==> src/core/cmpc_pkg.sv <==
// Constants shared by the comparator control logic: register offsets,
// field positions, writable masks, reset values and selector encodings.
// Assumes a 32-bit APB register bus with byte addresses.
package cmpc_pkg;

    // Bus geometry.
    localparam int          CMPC_ADDR_W   = 12;
    localparam int          CMPC_DATA_W   = 32;

    // Register byte offsets from the block base.
    localparam logic [11:0] CTRL_OFFSET       = 12'h000;
    localparam logic [11:0] LADDER_OFFSET     = 12'h004;
    localparam logic [11:0] IRQ_STATUS_OFFSET = 12'h008;
    localparam logic [11:0] IRQ_MASK_OFFSET   = 12'h00C;

    // Fields of comparator_control.
    localparam int EDGE_SEL_LSB  = 3;
    localparam int EDGE_SEL_W    = 2;
    localparam int SYNC_SEL_BIT  = 6;
    localparam int PLUS_SEL_LSB  = 8;
    localparam int MINUS_SEL_LSB = 11;
    localparam int INPUT_SEL_W   = 3;
    localparam int CLEAR_BIT     = 20;
    localparam int RESULT_BIT    = 21;
    localparam int FLAG_BIT      = 23;
    localparam int HYST_LSB      = 25;
    localparam int HYST_W        = 2;

    // Fields of ladder_setting.
    localparam int LAD_EN_BIT    = 0;
    localparam int LAD_STEP_LSB  = 1;
    localparam int LAD_STEP_W    = 5;
    localparam int LAD_REF_BIT   = 6;

    // Bits that software may store; everything else reads as zero or status.
    localparam logic [31:0] CTRL_WRITE_MASK   = 32'h0610_3F58;
    localparam logic [31:0] LADDER_WRITE_MASK = 32'h0000_007F;
    localparam logic [31:0] CTRL_RESET        = 32'h0000_0000;
    localparam logic [31:0] LADDER_RESET      = 32'h0000_0000;
    localparam logic        IRQ_MASK_RESET    = 1'b1;

    // Edge selection codes; the two remaining codes both mean both edges.
    typedef logic [EDGE_SEL_W-1:0] cmpc_edge_sel_t;
    localparam cmpc_edge_sel_t EDGE_FALLING = 2'h0;
    localparam cmpc_edge_sel_t EDGE_RISING  = 2'h1;

    // Comparator input selection codes; other codes are reserved.
    typedef logic [INPUT_SEL_W-1:0] cmpc_input_sel_t;
    localparam cmpc_input_sel_t INPUT_LADDER  = 3'h0;
    localparam cmpc_input_sel_t INPUT_EXT_ONE = 3'h1;
    localparam cmpc_input_sel_t INPUT_EXT_TWO = 3'h2;
    localparam cmpc_input_sel_t INPUT_BANDGAP = 3'h6;

endpackage : cmpc_pkg

==> src/core/cmpc_edge_if.sv <==
// Carrier between the synchroniser, the edge detector and the register
// block. All three sit on clk_sys.
`timescale 1ns/100ps
`default_nettype none
interface cmpc_edge_if;
    import cmpc_pkg::*;

    logic           syncLevel;  // Synchronised comparator result.
    cmpc_edge_sel_t edgeSelect; // Edge selection from the control register.
    logic           edgePulse;  // One-cycle pulse on a selected edge.

    modport syncer   (output syncLevel);
    modport detector (input syncLevel, input edgeSelect, output edgePulse);
endinterface : cmpc_edge_if
`default_nettype wire

==> src/core/cmpc_control_regs.sv <==
// Register block of the analog comparator: APB slave, control and ladder
// registers, edge flag and interrupt logic.
// Assumes the analog core, its input muxes and the ladder sit outside and
// take the selector outputs as static levels.
//
// Our own choice: the APB interface to the registers.
`timescale 1ns/100ps
`default_nettype none

module cmpc_control_regs
    import cmpc_pkg::*;
#(
    parameter int ADDR_W = CMPC_ADDR_W
)
(
    input  wire logic                  clk_sys,          // System clock.
    input  wire logic                  reset_n,          // Sync reset, low.
    input  wire logic                  psel,             // APB select.
    input  wire logic                  penable,          // APB enable.
    input  wire logic                  pwrite,           // APB write.
    input  wire logic [ADDR_W-1:0]     paddr,            // APB byte address.
    input  wire logic [31:0]           pwdata,           // APB write data.
    input  wire logic [3:0]            pstrb,            // APB byte lanes.
    output logic      [31:0]           prdata,           // APB read data.
    output logic                       pready,           // APB ready.
    output logic                       pslverr,          // APB error.
    input  wire logic                  compRaw,          // Analog result.
    output logic                       compOut,          // Result to others.
    output cmpc_input_sel_t            plusSelect,       // Positive input.
    output cmpc_input_sel_t            minusSelect,      // Negative input.
    output logic      [HYST_W-1:0]     hysteresisSelect, // Hysteresis code.
    output logic                       ladderEnable,     // Ladder power.
    output logic      [LAD_STEP_W-1:0] ladderStep,       // Ladder step.
    output logic                       ladderRefSelect,  // Ladder reference.
    output logic                       irqOut            // Interrupt level.
);

    // Shared signals between synchroniser, detector and this block.
    cmpc_edge_if edgeBus ();

    cmpc_sync u_sync (
        .clk_sys (clk_sys),
        .reset_n (reset_n),
        .compRaw (compRaw),
        .sb      (edgeBus.syncer)
    );

    cmpc_edge_det u_edge (
        .clk_sys (clk_sys),
        .reset_n (reset_n),
        .eb      (edgeBus.detector)
    );

    logic [31:0] ctrl_reg;
    logic [31:0] ctrl_next;
    logic [31:0] ladder_reg;
    logic [31:0] ladder_next;
    logic        edgeFlag_reg;
    logic        edgeFlag_next;
    logic        irqStatus_reg;
    logic        irqStatus_next;
    logic        irqMask_reg;
    logic        irqMask_next;
    logic        irq_reg;
    logic        irq_next;
    logic [31:0] prdata_reg;
    logic [31:0] prdata_next;
    logic        pready_reg;
    logic        pready_next;
    logic        pslverr_reg;
    logic        pslverr_next;

    logic [31:0] laneMask;
    logic        setupPhase;
    logic        accessDone;
    logic        hitCtrl;
    logic        hitLadder;
    logic        hitStatus;
    logic        hitMask;
    logic        addrHit;
    logic        clearRise;
    logic        edgePulse;
    logic [31:0] ctrlView;

    // Byte-lane mask built from the strobes.
    always_comb
    begin
        for (int i = 0; i < 4; i++)
        begin
            laneMask[i*8 +: 8] = {8{pstrb[i]}};
        end
    end

    // Address decode and bus phases.
    always_comb
    begin
        setupPhase = psel & ~penable;
        accessDone = psel & penable & pready_reg;
        hitCtrl    = (paddr == CTRL_OFFSET);
        hitLadder  = (paddr == LADDER_OFFSET);
        hitStatus  = (paddr == IRQ_STATUS_OFFSET);
        hitMask    = (paddr == IRQ_MASK_OFFSET);
        addrHit    = hitCtrl | hitLadder | hitStatus | hitMask;
        edgePulse  = edgeBus.edgePulse;
    end

    // Read view of the control register: stored bits plus live status.
    always_comb
    begin
        ctrlView             = ctrl_reg;
        ctrlView[RESULT_BIT] = edgeBus.syncLevel;
        ctrlView[FLAG_BIT]   = edgeFlag_reg;
    end

    // Next state of every register and of the bus answer. A write lands
    // only at the access edge where pready is high. A detected edge in the
    // same cycle as a clear wins, so no event is lost.
    always_comb
    begin
        ctrl_next      = ctrl_reg;
        ladder_next    = ladder_reg;
        irqMask_next   = irqMask_reg;
        irqStatus_next = irqStatus_reg;
        edgeFlag_next  = edgeFlag_reg;
        clearRise      = 1'b0;

        if (accessDone && pwrite && hitCtrl)
        begin
            ctrl_next = (ctrl_reg & ~(laneMask & CTRL_WRITE_MASK))
                      | (pwdata & laneMask & CTRL_WRITE_MASK);
            // Clearing on the rising write keeps the one-then-zero habit
            // harmless: the following zero write has no effect.
            clearRise = ctrl_next[CLEAR_BIT] & ~ctrl_reg[CLEAR_BIT];
        end
        if (accessDone && pwrite && hitLadder)
        begin
            ladder_next = (ladder_reg & ~(laneMask & LADDER_WRITE_MASK))
                        | (pwdata & laneMask & LADDER_WRITE_MASK);
        end
        if (accessDone && pwrite && hitMask && pstrb[0])
        begin
            irqMask_next = pwdata[0];
        end
        if (accessDone && pwrite && hitStatus && pstrb[0] && pwdata[0])
        begin
            irqStatus_next = 1'b0;
        end
        if (clearRise)
        begin
            edgeFlag_next  = 1'b0;
            irqStatus_next = 1'b0;
        end
        if (edgePulse)
        begin
            edgeFlag_next  = 1'b1;
            irqStatus_next = 1'b1;
        end
        irq_next = irqStatus_next & irqMask_next;

        // Answer is prepared in the setup cycle, giving zero wait states.
        pready_next  = setupPhase;
        pslverr_next = setupPhase & ~addrHit;
        prdata_next  = 32'h0000_0000;
        if (setupPhase && !pwrite)
        begin
            case (1'b1)
                hitCtrl:   prdata_next = ctrlView;
                hitLadder: prdata_next = ladder_reg;
                hitStatus: prdata_next = {31'h0000_0000, irqStatus_reg};
                hitMask:   prdata_next = {31'h0000_0000, irqMask_reg};
                default:   prdata_next = 32'h0000_0000;
            endcase
        end
    end

    // Registers only; everything clears on reset except the mask.
    always_ff @(posedge clk_sys)
    begin
        if (!reset_n)
        begin
            ctrl_reg      <= CTRL_RESET;
            ladder_reg    <= LADDER_RESET;
            edgeFlag_reg  <= 1'b0;
            irqStatus_reg <= 1'b0;
            irqMask_reg   <= IRQ_MASK_RESET;
            irq_reg       <= 1'b0;
            prdata_reg    <= 32'h0000_0000;
            pready_reg    <= 1'b0;
            pslverr_reg   <= 1'b0;
        end
        else
        begin
            ctrl_reg      <= ctrl_next;
            ladder_reg    <= ladder_next;
            edgeFlag_reg  <= edgeFlag_next;
            irqStatus_reg <= irqStatus_next;
            irqMask_reg   <= irqMask_next;
            irq_reg       <= irq_next;
            prdata_reg    <= prdata_next;
            pready_reg    <= pready_next;
            pslverr_reg   <= pslverr_next;
        end
    end

    // Outputs straight from the stored fields.
    assign edgeBus.edgeSelect = ctrl_reg[EDGE_SEL_LSB +: EDGE_SEL_W];
    assign plusSelect       = ctrl_reg[PLUS_SEL_LSB +: INPUT_SEL_W];
    assign minusSelect      = ctrl_reg[MINUS_SEL_LSB +: INPUT_SEL_W];
    assign hysteresisSelect = ctrl_reg[HYST_LSB +: HYST_W];
    assign ladderEnable     = ladder_reg[LAD_EN_BIT];
    assign ladderStep       = ladder_reg[LAD_STEP_LSB +: LAD_STEP_W];
    assign ladderRefSelect  = ladder_reg[LAD_REF_BIT];
    assign irqOut           = irq_reg;
    assign prdata           = prdata_reg;
    assign pready           = pready_reg;
    assign pslverr          = pslverr_reg;

    // The raw path must stay unclocked so it works with the bus clock off;
    // the synchronised path costs two cycles of latency.
    assign compOut = ctrl_reg[SYNC_SEL_BIT] ? edgeBus.syncLevel
                                            : compRaw;
endmodule : cmpc_control_regs
`default_nettype wire

==> src/core/cmpc_sync.sv <==
// Two-flop synchroniser for the raw analog comparator result.
// Assumes compRaw may change at any time relative to clk_sys.
`timescale 1ns/100ps
`default_nettype none
module cmpc_sync
    import cmpc_pkg::*;
(
    input  wire logic     clk_sys, // System clock.
    input  wire logic     reset_n, // Synchronous reset, active low.
    input  wire logic     compRaw, // Raw comparator result.
    cmpc_edge_if.syncer   sb       // Synchronised level out.
);

    logic syncFirst_reg;
    logic syncFirst_next;
    logic syncLevel_reg;
    logic syncLevel_next;

    // Only the second flop is ever read, so metastability stays contained.
    always_comb
    begin
        syncFirst_next = compRaw;
        syncLevel_next = syncFirst_reg;
    end

    always_ff @(posedge clk_sys)
    begin
        if (!reset_n)
        begin
            syncFirst_reg <= 1'b0;
            syncLevel_reg <= 1'b0;
        end
        else
        begin
            syncFirst_reg <= syncFirst_next;
            syncLevel_reg <= syncLevel_next;
        end
    end

    assign sb.syncLevel = syncLevel_reg;
endmodule : cmpc_sync
`default_nettype wire

==> src/core/cmpc_edge_det.sv <==
// Edge detector on the synchronised comparator result.
// Assumes its input comes from the synchroniser on the same clock.
`timescale 1ns/100ps
`default_nettype none
module cmpc_edge_det
    import cmpc_pkg::*;
(
    input  wire logic     clk_sys, // System clock.
    input  wire logic     reset_n, // Synchronous reset, active low.
    cmpc_edge_if.detector eb       // Level in, selection in, pulse out.
);

    logic prevLevel_reg;
    logic prevLevel_next;
    logic rose;
    logic fell;

    // Compare each sample with the previous one and filter by selection.
    always_comb
    begin
        prevLevel_next = eb.syncLevel;
        rose           = eb.syncLevel & ~prevLevel_reg;
        fell           = ~eb.syncLevel & prevLevel_reg;
        case (eb.edgeSelect)
            EDGE_FALLING: eb.edgePulse = fell;
            EDGE_RISING:  eb.edgePulse = rose;
            default:      eb.edgePulse = rose | fell;
        endcase
    end

    always_ff @(posedge clk_sys)
    begin
        if (!reset_n)
            prevLevel_reg <= 1'b0;
        else
            prevLevel_reg <= prevLevel_next;
    end
endmodule : cmpc_edge_det
`default_nettype wire

==> config.mk <==
export PLATFORM = sky130hd
export DESIGN_NAME = cmpc_control_regs
export DESIGN_NICKNAME = d
export VERILOG_FILES = /design/src/core/cmpc_pkg.sv /design/src/core/cmpc_edge_if.sv /design/src/core/cmpc_control_regs.sv /design/src/core/cmpc_sync.sv /design/src/core/cmpc_edge_det.sv
export SDC_FILE = /design/constraint.sdc
export NUM_CORES = 1
export LEC_CHECK = 0
export ABC_AREA = 1
export BUFFER_PORTS_ARGS = -buffer_cell sky130_fd_sc_hd__buf_2
export CORE_ASPECT_RATIO = 0.5
export CORE_UTILIZATION = 40
export CTS_BUF_LIST = sky130_fd_sc_hd__clkbuf_4
export CTS_CLUSTER_SIZE = 8
export DETAILED_ROUTE_END_ITERATION = 6
export PLACE_DENSITY = 0.7
export SLEW_MARGIN = 25
export SYNTH_ARGS = -nofsm -noshare
export SYNTH_HDL_FRONTEND = slang
export SYNTH_SLANG_ARGS = --single-unit
export TNS_END_PERCENT = 30
==> constraint.sdc <==
create_clock -name clk_sys -period 2.9 [get_ports clk_sys]
set_clock_uncertainty 0.05 [all_clocks]
set_input_delay 0.29 -clock clk_sys [delete_from_list [all_inputs] [get_ports clk_sys]]
set_output_delay 0.29 -clock clk_sys [all_outputs]
set_load 0.05 [all_outputs]
==> impl_metrics.toml, run 1 <==
[cts]
clk_path_buf_depth = 2
postCtsSetupBuffers = 0
cts_root_buf = "clkbuf_4"
cts_tree = "done"
cts_made_buffers = 5
insertion_delay_ns = 0.34
cts.sinks = 46
hold_buffers = 0
cts.clk_slew.worst_paths_ns = 0.13
post_cts_resized = 0
cts_max_level = 2

[cells_and_area]
final_common_cell = "buf_2"
fin_nets = 364
diodes = 0
layout_common_cells = "74 x buf_2, 46 x dfxtp_1, 35 x inv_1"
final_core_util_pct = 52.12
drive_gt1_share_pct = 32.69
area_growth_pct = 19.85
fillers = 460

[route]
drcViolationCount = 0
first_iter_violations = 64
routedWlPerCell_microns = 10.57
dr.pass1.iters = 4
ant_nets = 0
num_vias = 1662
drt-total-wl_mm = 3.963
vias_per_cell = 4.432

[setup_path]
slowest_stage = "dfxtp_1"
critPathKind = "flop to output pin"
critPathMaxStageDelay_ns = 0.37
cp_top_family = "flip-flops"
crit_buf_inv = 2
end_kind = "output pin"
crit_required_ns = 2.56
cp_data_arrival_time_ns = 1.19
crit_chain = "inv_1 -> o21ai_0 -> buf_2"
start_kind = "flop"
worstPathMaxFanout = 3

[synthesis]
postSynthAreaPerCell_sq_um = 8.291
synth_top_area_share_pct = 46.09
ys_types = 25
yosysTopAreaCell = "dfxtp_1"
synth-seq-cells = 46
yosys_warnings = 0
syn-instance-count = 241
netlist_top_cells_area = "dfxtp_1 46%, buf_4 8.3%, inv_1 6.6%"
yosysSeqAreaShare_pct = 46.09
syn_area_sq_um = 1998

[sta]
finalSetupViolations = 0
fmax_ghz = 0.6520
finalSetupTns_ns = 0
hold_viol = 0
post-route-period-util_pct = 52.89
period_minus_slack_ns = 1.534
slew_viol_final = 0
rsz0062_at_grt = "false"

[place]
io_buffers = 74
gp_congestion = 0.7837
place_hpwl_mm = 3.073

[power_and_ir_drop]
p_total_w = 0.001212
p_sw_w = 0.0002822
p_int_w = 0.0009303
power_frac_clock_pct = 38.1
swShare_pct = 23.27
p_comb_share_pct = 9.3
p_seq_share_pct = 52.6
peakVddDrop_mv = 0.2604
p_leak_nw = 1.090
power.density_nw_per_um2 = 506.3

[global_route]
antenna_found_initial = 0
gr-total-overflow = 0
grt_pass1_wl_mm = 6.348
grt_max_degree = 16
globalRouteTotalUtil_pct = 15.48
grt_pass1_vias = 1510

[floorplanning]
num_rows = 17
dieArea_sq_um = 5299
core_area_sq_um = 4594
die_h_microns = 51.98
start_util_pct = 43.49
pin_count = 105
die_w_microns = 102.0

[worst_hold_path]
hold_class = "primary input to flop"

[run]
max_cap_viol_count = 0

[status]
outcome = "completed"
## cell type report
cell class | count | area (sq um) | area share [%]
sequential | 46 | 920.9 | 38.45
multi-input combinational | 142 | 773.2 | 32.29
timing repair buffer | 74 | 370.4 | 15.46
inverter | 39 | 146.4 | 6.113
tap | 66 | 82.58 | 3.448
clock inverter | 3 | 63.81 | 2.665
clock buffer | 5 | 37.54 | 1.567
## kinds of logic after synthesis
| kind of cell | count (synthesis) | synth area share [%] |
|---|---|---|
| AND/OR/NAND/NOR | 86 | 23.23 |
| buffers and inverters | 66 | 17.66 |
| flip-flops | 46 | 46.09 |
| AO/OA/AOI/OAI | 40 | 11.58 |
| adder cells (fa/ha/maj) | 2 | 1.252 |
| other | 1 | 0.1877 |
## stage by stage
stage | hold WS [ns] | instances | setup slack (ns) | area [sq um]
floorplan | 0.3121 | 254 | 1.078 | 2047
global placement | 0.3564 | 367 | 1.115 | 2293
detailed placement | 0.3719 | 367 | 1.064 | 2293
CTS | 0.07374 | 375 | 1.340 | 2395
global route | 0.06479 | 375 | 1.236 | 2395
finish | 0.08450 | 375 | 1.366 | 2395
## metal layers
layer	routed length (microns)	global-route usage, %	share of wire [%]	vias up
li1	-	-	-	860
met1	1842	18.24	46	754
met2	1905	28.38	48	46
met3	189	3.763	4.8	2
met4	26	4.286	0.66	0
met5	0	0	0	-
## power by group through the flow
stage	Clock, W	Combinational [W]	Sequential [W]
CTS	0.000475	0.000113	0.000638
floorplan	0	0.0000834	0.000657
global placement	0	0.000111	0.000652
detailed placement	0	0.000113	0.000652
global route	0.000497	0.000122	0.000639
finish	0.000461	0.000113	0.000638
## cells in the mapped netlist
| cell type | count |
|---|---|
| a21oi_1 | 21 |
| a21oi_2 | 1 |
| buf_4 | 22 |
| buf_6 | 3 |
| clkbuf_1 | 2 |
| clkinv_1 | 1 |
| conb_1 | 1 |
| dfxtp_1 | 46 |
| ha_1 | 2 |
| inv_1 | 35 |
| inv_2 | 3 |
| nand2_1 | 29 |
| nand2_2 | 2 |
| nand2_4 | 1 |
| nand3_1 | 17 |
| nand3_4 | 3 |
| nand4_1 | 2 |
| nor2_1 | 22 |
| nor2_4 | 6 |
| nor3_1 | 3 |
| nor3_4 | 1 |
| o211ai_1 | 2 |
| o21ai_0 | 12 |
| o21ai_1 | 1 |
| o22ai_2 | 3 |
## path summary, 6_finish.rpt
kind | end | cells past startpoint | slack (ns) | start
setup / recovery | compOut | 3 | 1.37 | u_sync.sb.syncLevel
hold / removal | pready | 2 | 0.08 | penable
hold reg to reg | prdata[12] | 2 | 0.38 | flop
setup reg to reg | flop | 7 | 1.41 | pready
Note: power is estimated with default switching activity, not from simulation.
==> inputs of run 2 (changes only) <==
- clock period: 2.9 -> 1.45 ns (I/O delays scaled with it)
==> run 2 against run 1 <==
Non-clock buffer count up 15. Combinational power up 120%. Utilization rose by 2.9 points. Critical path depth is 4 higher. Critical path type is now flop to flop. Setup slack got worse by 1.3 ns. Total power rose by 86%. Sequential power is 100% higher. Worst hold slack worse by 0.062 ns. Routed wire length is 3.0% higher.
==> impl_metrics.toml, run 2 (same netlist as run 1, synthesis figures left out) <==
[floorplanning]
die_w_microns = 102.0
core_area_sq_um = 4594
num_rows = 17
start_util_pct = 43.49
pin_count = 105
die_h_microns = 51.98
dieArea_sq_um = 5299

[power_and_ir_drop]
power.density_nw_per_um2 = 890.7
p_total_w = 0.002251
p_leak_nw = 1.154
peakVddDrop_mv = 0.3444

[place]
place_area_sq_um = 2375
io_buffers = 74
place_inst = 376
place_hpwl_mm = 3.091
gp_congestion = 0.7970
dp_slack_ns = -0.05709

[sta]
fmax_ghz = 0.7271
post-route-period-util_pct = 94.85
finalSetupViolations = 0
whs_ns = 0.02289
period_minus_slack_ns = 1.375
finalWorstSetupSlack_ns = 0.07465
slew_viol_final = 0
rsz0062_at_grt = "true"
hold_viol = 0

[worst_hold_path]
hold_class = "primary input to flop"
hold_start = "pwdata[5]"

[global_route]
grt_pass1_vias = 1490
grt_pass1_wl_mm = 6.444
gr-total-overflow = 0
grt_max_degree = 15
antenna_found_initial = 0
globalRouteTotalUtil_pct = 16.06

[route]
first_iter_violations = 58
ant_nets = 0
routedWlPerCell_microns = 10.49
drt-total-wl_mm = 4.082
dr.pass1.iters = 4
vias_per_cell = 4.396
num_vias = 1710
drcViolationCount = 0

[run]
max_cap_viol_count = 0

[setup_path]
cp_data_arrival_time_ns = 1.62
start_kind = "flop"
end_kind = "flop"
crit_chain = "inv_1 -> ha_1 -> o211ai_1 -> inv_1 -> nand2_1 -> nand2_1 -> nor2_1"
critPathMaxStageDelay_ns = 0.37
crit_required_ns = 1.69
slowest_stage = "dfxtp_1"
critPathKind = "flop to flop"
worstPathMaxFanout = 3
r2r-start = "u_sync.sb.syncLevel"
crit_start = "u_sync.sb.syncLevel"

[cts]
postCtsSetupBuffers = 0
cts.clk_slew.worst_paths_ns = 0.13
insertion_delay_ns = 0.34
cts_tree = "done"
cts.sinks = 46
clk_path_buf_depth = 2
cts_made_buffers = 5
cts_root_buf = "clkbuf_4"
cts_max_level = 2

[cells_and_area]
fin_nets = 379
instances_no_fill = 389
area_growth_pct = 26.49
stdcell_area_sq_um = 2527
diodes = 0
drive_gt1_share_pct = 35.29
final_common_cell = "buf_2"
layout_common_cells = "73 x buf_2, 45 x dfxtp_1, 35 x inv_1"

[status]
outcome = "completed"
-- run 2: final timing paths --
kind	to	slack, ns	depth (start not counted)
worst max register to register	irqOut	0.07	7
worst min register to register	u_sync.sb.syncLevel	0.39	2
worst min-delay path	flop	0.02	3
worst max-delay path	irqOut	0.07	7
-- run 2: report_power, final --
group	internal [W]	leakage (nW)	switching, W
Clock	0.000349	0.0387	0.000377
Combinational	0.0000774	0.744	0.000173
Sequential	0.00127	0.372	0.00000351
-- run 2: metrics by stage --
step / utilization (%) / setup TNS [ns]
after floorplan: - / 0
after global placement: 51.69 / -0.002330
after detailed placement: 51.69 / -0.2520
after CTS: 54.22 / 0
after global routing: 55.01 / -0.04530
final: 55.01 / 0
-- run 2: timing repair --
action,in CTS,in global routing
hold endpoints to repair,4,2
pin swaps,0,1
gates resized for setup,1,9
hold buffers,4,2
endpoints found under the setup margin,5,18
-- run 2: critical path, delay by kind of cell, from the launching register on --
family                     cells  cell delay, ns
AOI/OAI and AO/OA              1            0.22
adders and majority gates      1            0.29
DFF                            1            0.37
and+or+nand+nor                3            0.23
buffers and inverters          2            0.15
-- run 2: metal layers --
metal	wire length (microns)	global-route usage [%]	vias up
li1	-	-	886
met1	1834	18.78	758
met2	1958	28.60	62
met3	253	4.167	4
met4	36	6.190	0
met5	0	0	-
-- run 2: area by class of cell --
type	instances	area [sq um]
multi-input combinational	142	788.3
clock inverter	2	33.78
tap	66	82.58
inverter	39	146.4
fill	437	2067
sequential	46	922.1
clock buffer	5	37.54
timing repair buffer	89	516.7
==> inputs of run 3 (changes only) <==
- CTS_CLUSTER_SIZE: 8 -> not set
- PLACE_DENSITY: 0.7 -> 0.71
- SETUP_SLACK_MARGIN: not set -> 0.3
- SYNTH_HIERARCHICAL: not set -> 1
==> run 3 against run 2 <==
Critical path depth grew 1. Setup slack gained 0.11 ns. Clock power shrank 24%. Area after synthesis shrank 2.9%. Non-clock buffer count grew 9. Maximum frequency grew 9.1%. Die area shrank 2.9%. Final cell count grew 3.9%. Sequential cell count is the same. Critical path type unchanged. Largest cell class unchanged.
==> impl_metrics.toml, run 3 <==
[status]
outcome = "completed"

[setup_path]
start_kind = "flop"
slowest_stage = "dfxtp_4"
crit_chain = "nand2_4 -> nor2_4 -> inv_2 -> nor2_4 -> buf_6 -> nand2_4 -> nand2_2 -> a21oi_2"
r2r_slack_ns = 0.19
r2r_cells = 8
crit_buf_inv = 2
r2r-start = "pready"
crit_required_ns = 1.62
worstPathMaxFanout = 5
cp_data_arrival_time_ns = 1.43
critPathKind = "flop to flop"
end_kind = "flop"
cp_top_family = "simple AND/OR/NAND/NOR gates"
critPathMaxStageDelay_ns = 0.38

[cells_and_area]
layout_common_cells = "73 x buf_2, 44 x dfxtp_1, 37 x inv_1"
instances_no_fill = 404
final_common_cell = "buf_2"
area_growth_pct = 36.97
fin_nets = 394
stdcell_area_sq_um = 2656
diodes = 0
drive_gt1_share_pct = 42.31

[place]
place_area_sq_um = 2336
io_buffers = 74
place_hpwl_mm = 3.124
place_inst = 383
gp_congestion = 0.8434

[route]
top_layer = "met4"
ant_nets = 0
drt-total-wl_mm = 4.539
vias_per_cell = 4.411
drcViolationCount = 0
wirelength_met1_mm = 1.997
wl_met3_microns = 172
dr.pass1.iters = 4
num_vias = 1782
routedWlPerCell_microns = 11.24
wl_met2_mm = 2.344
first_iter_violations = 50

[floorplanning]
start_util_pct = 42.81
dieArea_sq_um = 5148
die_h_microns = 51.24
pin_count = 105
core_area_sq_um = 4531
die_w_microns = 100.5
num_rows = 17

[sta]
whs_ns = 0.006267
finalSetupViolations = 0
slew_viol_final = 0
rsz0062_at_grt = "true"
fmax_ghz = 0.7929
post-route-period-util_pct = 86.98
period_minus_slack_ns = 1.261
finalSetupTns_ns = 0
hold_viol = 0

[cts]
cts_tree = "done"
clk_path_buf_depth = 2
insertion_delay_ns = 0.34
cts_made_buffers = 5
cts.clk_slew.worst_paths_ns = 0.13
cts_root_buf = "clkbuf_4"
cts.sinks = 46
cts_max_level = 2

[worst_hold_path]
hold_start = "pwdata[13]"
hold_class = "primary input to flop"
min_path_cells = 3

[global_route]
globalRouteTotalUtil_pct = 18.04
grt_max_degree = 16
grt_pass1_vias = 1675
grt_pass1_wl_mm = 7.189
gr-total-overflow = 0
antenna_found_initial = 0

[synthesis]
ys_types = 24
synth_commonest_cells = "46 x dfxtp_1, 40 x inv_1, 33 x nand2_1, 25 x nor2_1, 22 x buf_4"
syn_area_sq_um = 1939
yosysSeqAreaShare_pct = 47.48
netlist_top_cells_area = "dfxtp_1 47%, buf_4 8.5%, inv_1 7.7%"
yosys_warnings = 6
synth_top_area_share_pct = 47.48
synth_edf_count = 0
synth.most_common_cell = "dfxtp_1"
postSynthAreaPerCell_sq_um = 7.852
ys.flop_type = "dfxtp_1"
synthArstFlopShare_pct = 0
synth-seq-cells = 46
syn-instance-count = 247
yosysTopAreaCell = "dfxtp_1"

[run]
max_cap_viol_count = 0

[power_and_ir_drop]
power.density_nw_per_um2 = 789.1
p_leak_nw = 1.230
peakVddDrop_mv = 0.3528
run 3: cell count changes in the layout (fill, tap and decap cells not counted), sizes merged:
cell	before	now
inv	38	42
o211ai	2	1
nor2	28	30
bufinv	1	0
buf	83	91
nand2	32	35
nor3	4	3
dlygate4sd3	6	7
run 3: through the flow:
stage               utilization (%)  power [W]  setup WS (ns)
floorplan                         -   0.001476         0.1890
finish                        58.63   0.002096         0.1888
global placement              51.56   0.001525        0.01884
detailed placement            51.56   0.001529       -0.04332
global route                  58.63   0.002193         0.1218
CTS                           56.34   0.002107         0.1627
run 3: logic make-up after synthesis:
logic type | share of synthesized area [%]
AND/OR/NAND/NOR | 22.00
other | 0.1934
buffers and inverters | 18.45
flip-flops | 47.48
adder cells (fa/ha/maj) | 1.290
AO/OA/AOI/OAI | 10.58
run 3: where the power goes:
part           internal, W  switching, W  total (W)  leakage, nW
Sequential         0.00127    0.00000431    0.00128        0.372
Combinational    0.0000816      0.000184   0.000265        0.826
Clock             0.000175      0.000380   0.000555       0.0308
Total              0.00153      0.000568    0.00210         1.23
run 3: worst min-delay path, cell delays in order:
cell and delay (ns):
buf_2 0.10, nand3_2 0.07, a21oi_2 0.05
run 3: routing by layer:
layer	vias up	track usage [%]
met1	821	20.40
met2	43	34.47
met5	-	0
met3	2	4.378
li1	916	-
met4	0	4.589
run 3: final cells by class:
type / instances / area (sq um)
fill: 414 / 1874
sequential: 46 / 925.9
timing repair buffer: 98 / 581.8
tap: 66 / 82.58
inverter: 42 / 160.2
multi-input combinational: 145 / 858.3
clock inverter: 2 / 10.01
clock buffer: 5 / 37.54
run 3: what timing repair did:
item	in CTS	in global routing
endpoints found under the setup margin	39	63
hold endpoints to repair	5	2
resized for setup	29	22
pin swaps	6	10
hold buffers	5	2
cloned	1	0
setup buffers	5	1
run 3: worst max-delay path by stage:
stage,start,end,slack [ns],depth (start not counted)
floorplan,pready,irqOut,0.19,8
global placement,paddr[9],prdata[4],0.02,9
detailed placement,paddr[11],prdata[6],-0.04,9
CTS,flop,compOut,0.16,4
global route,pready,irqOut,0.12,8
finish,pready,flop,0.19,8
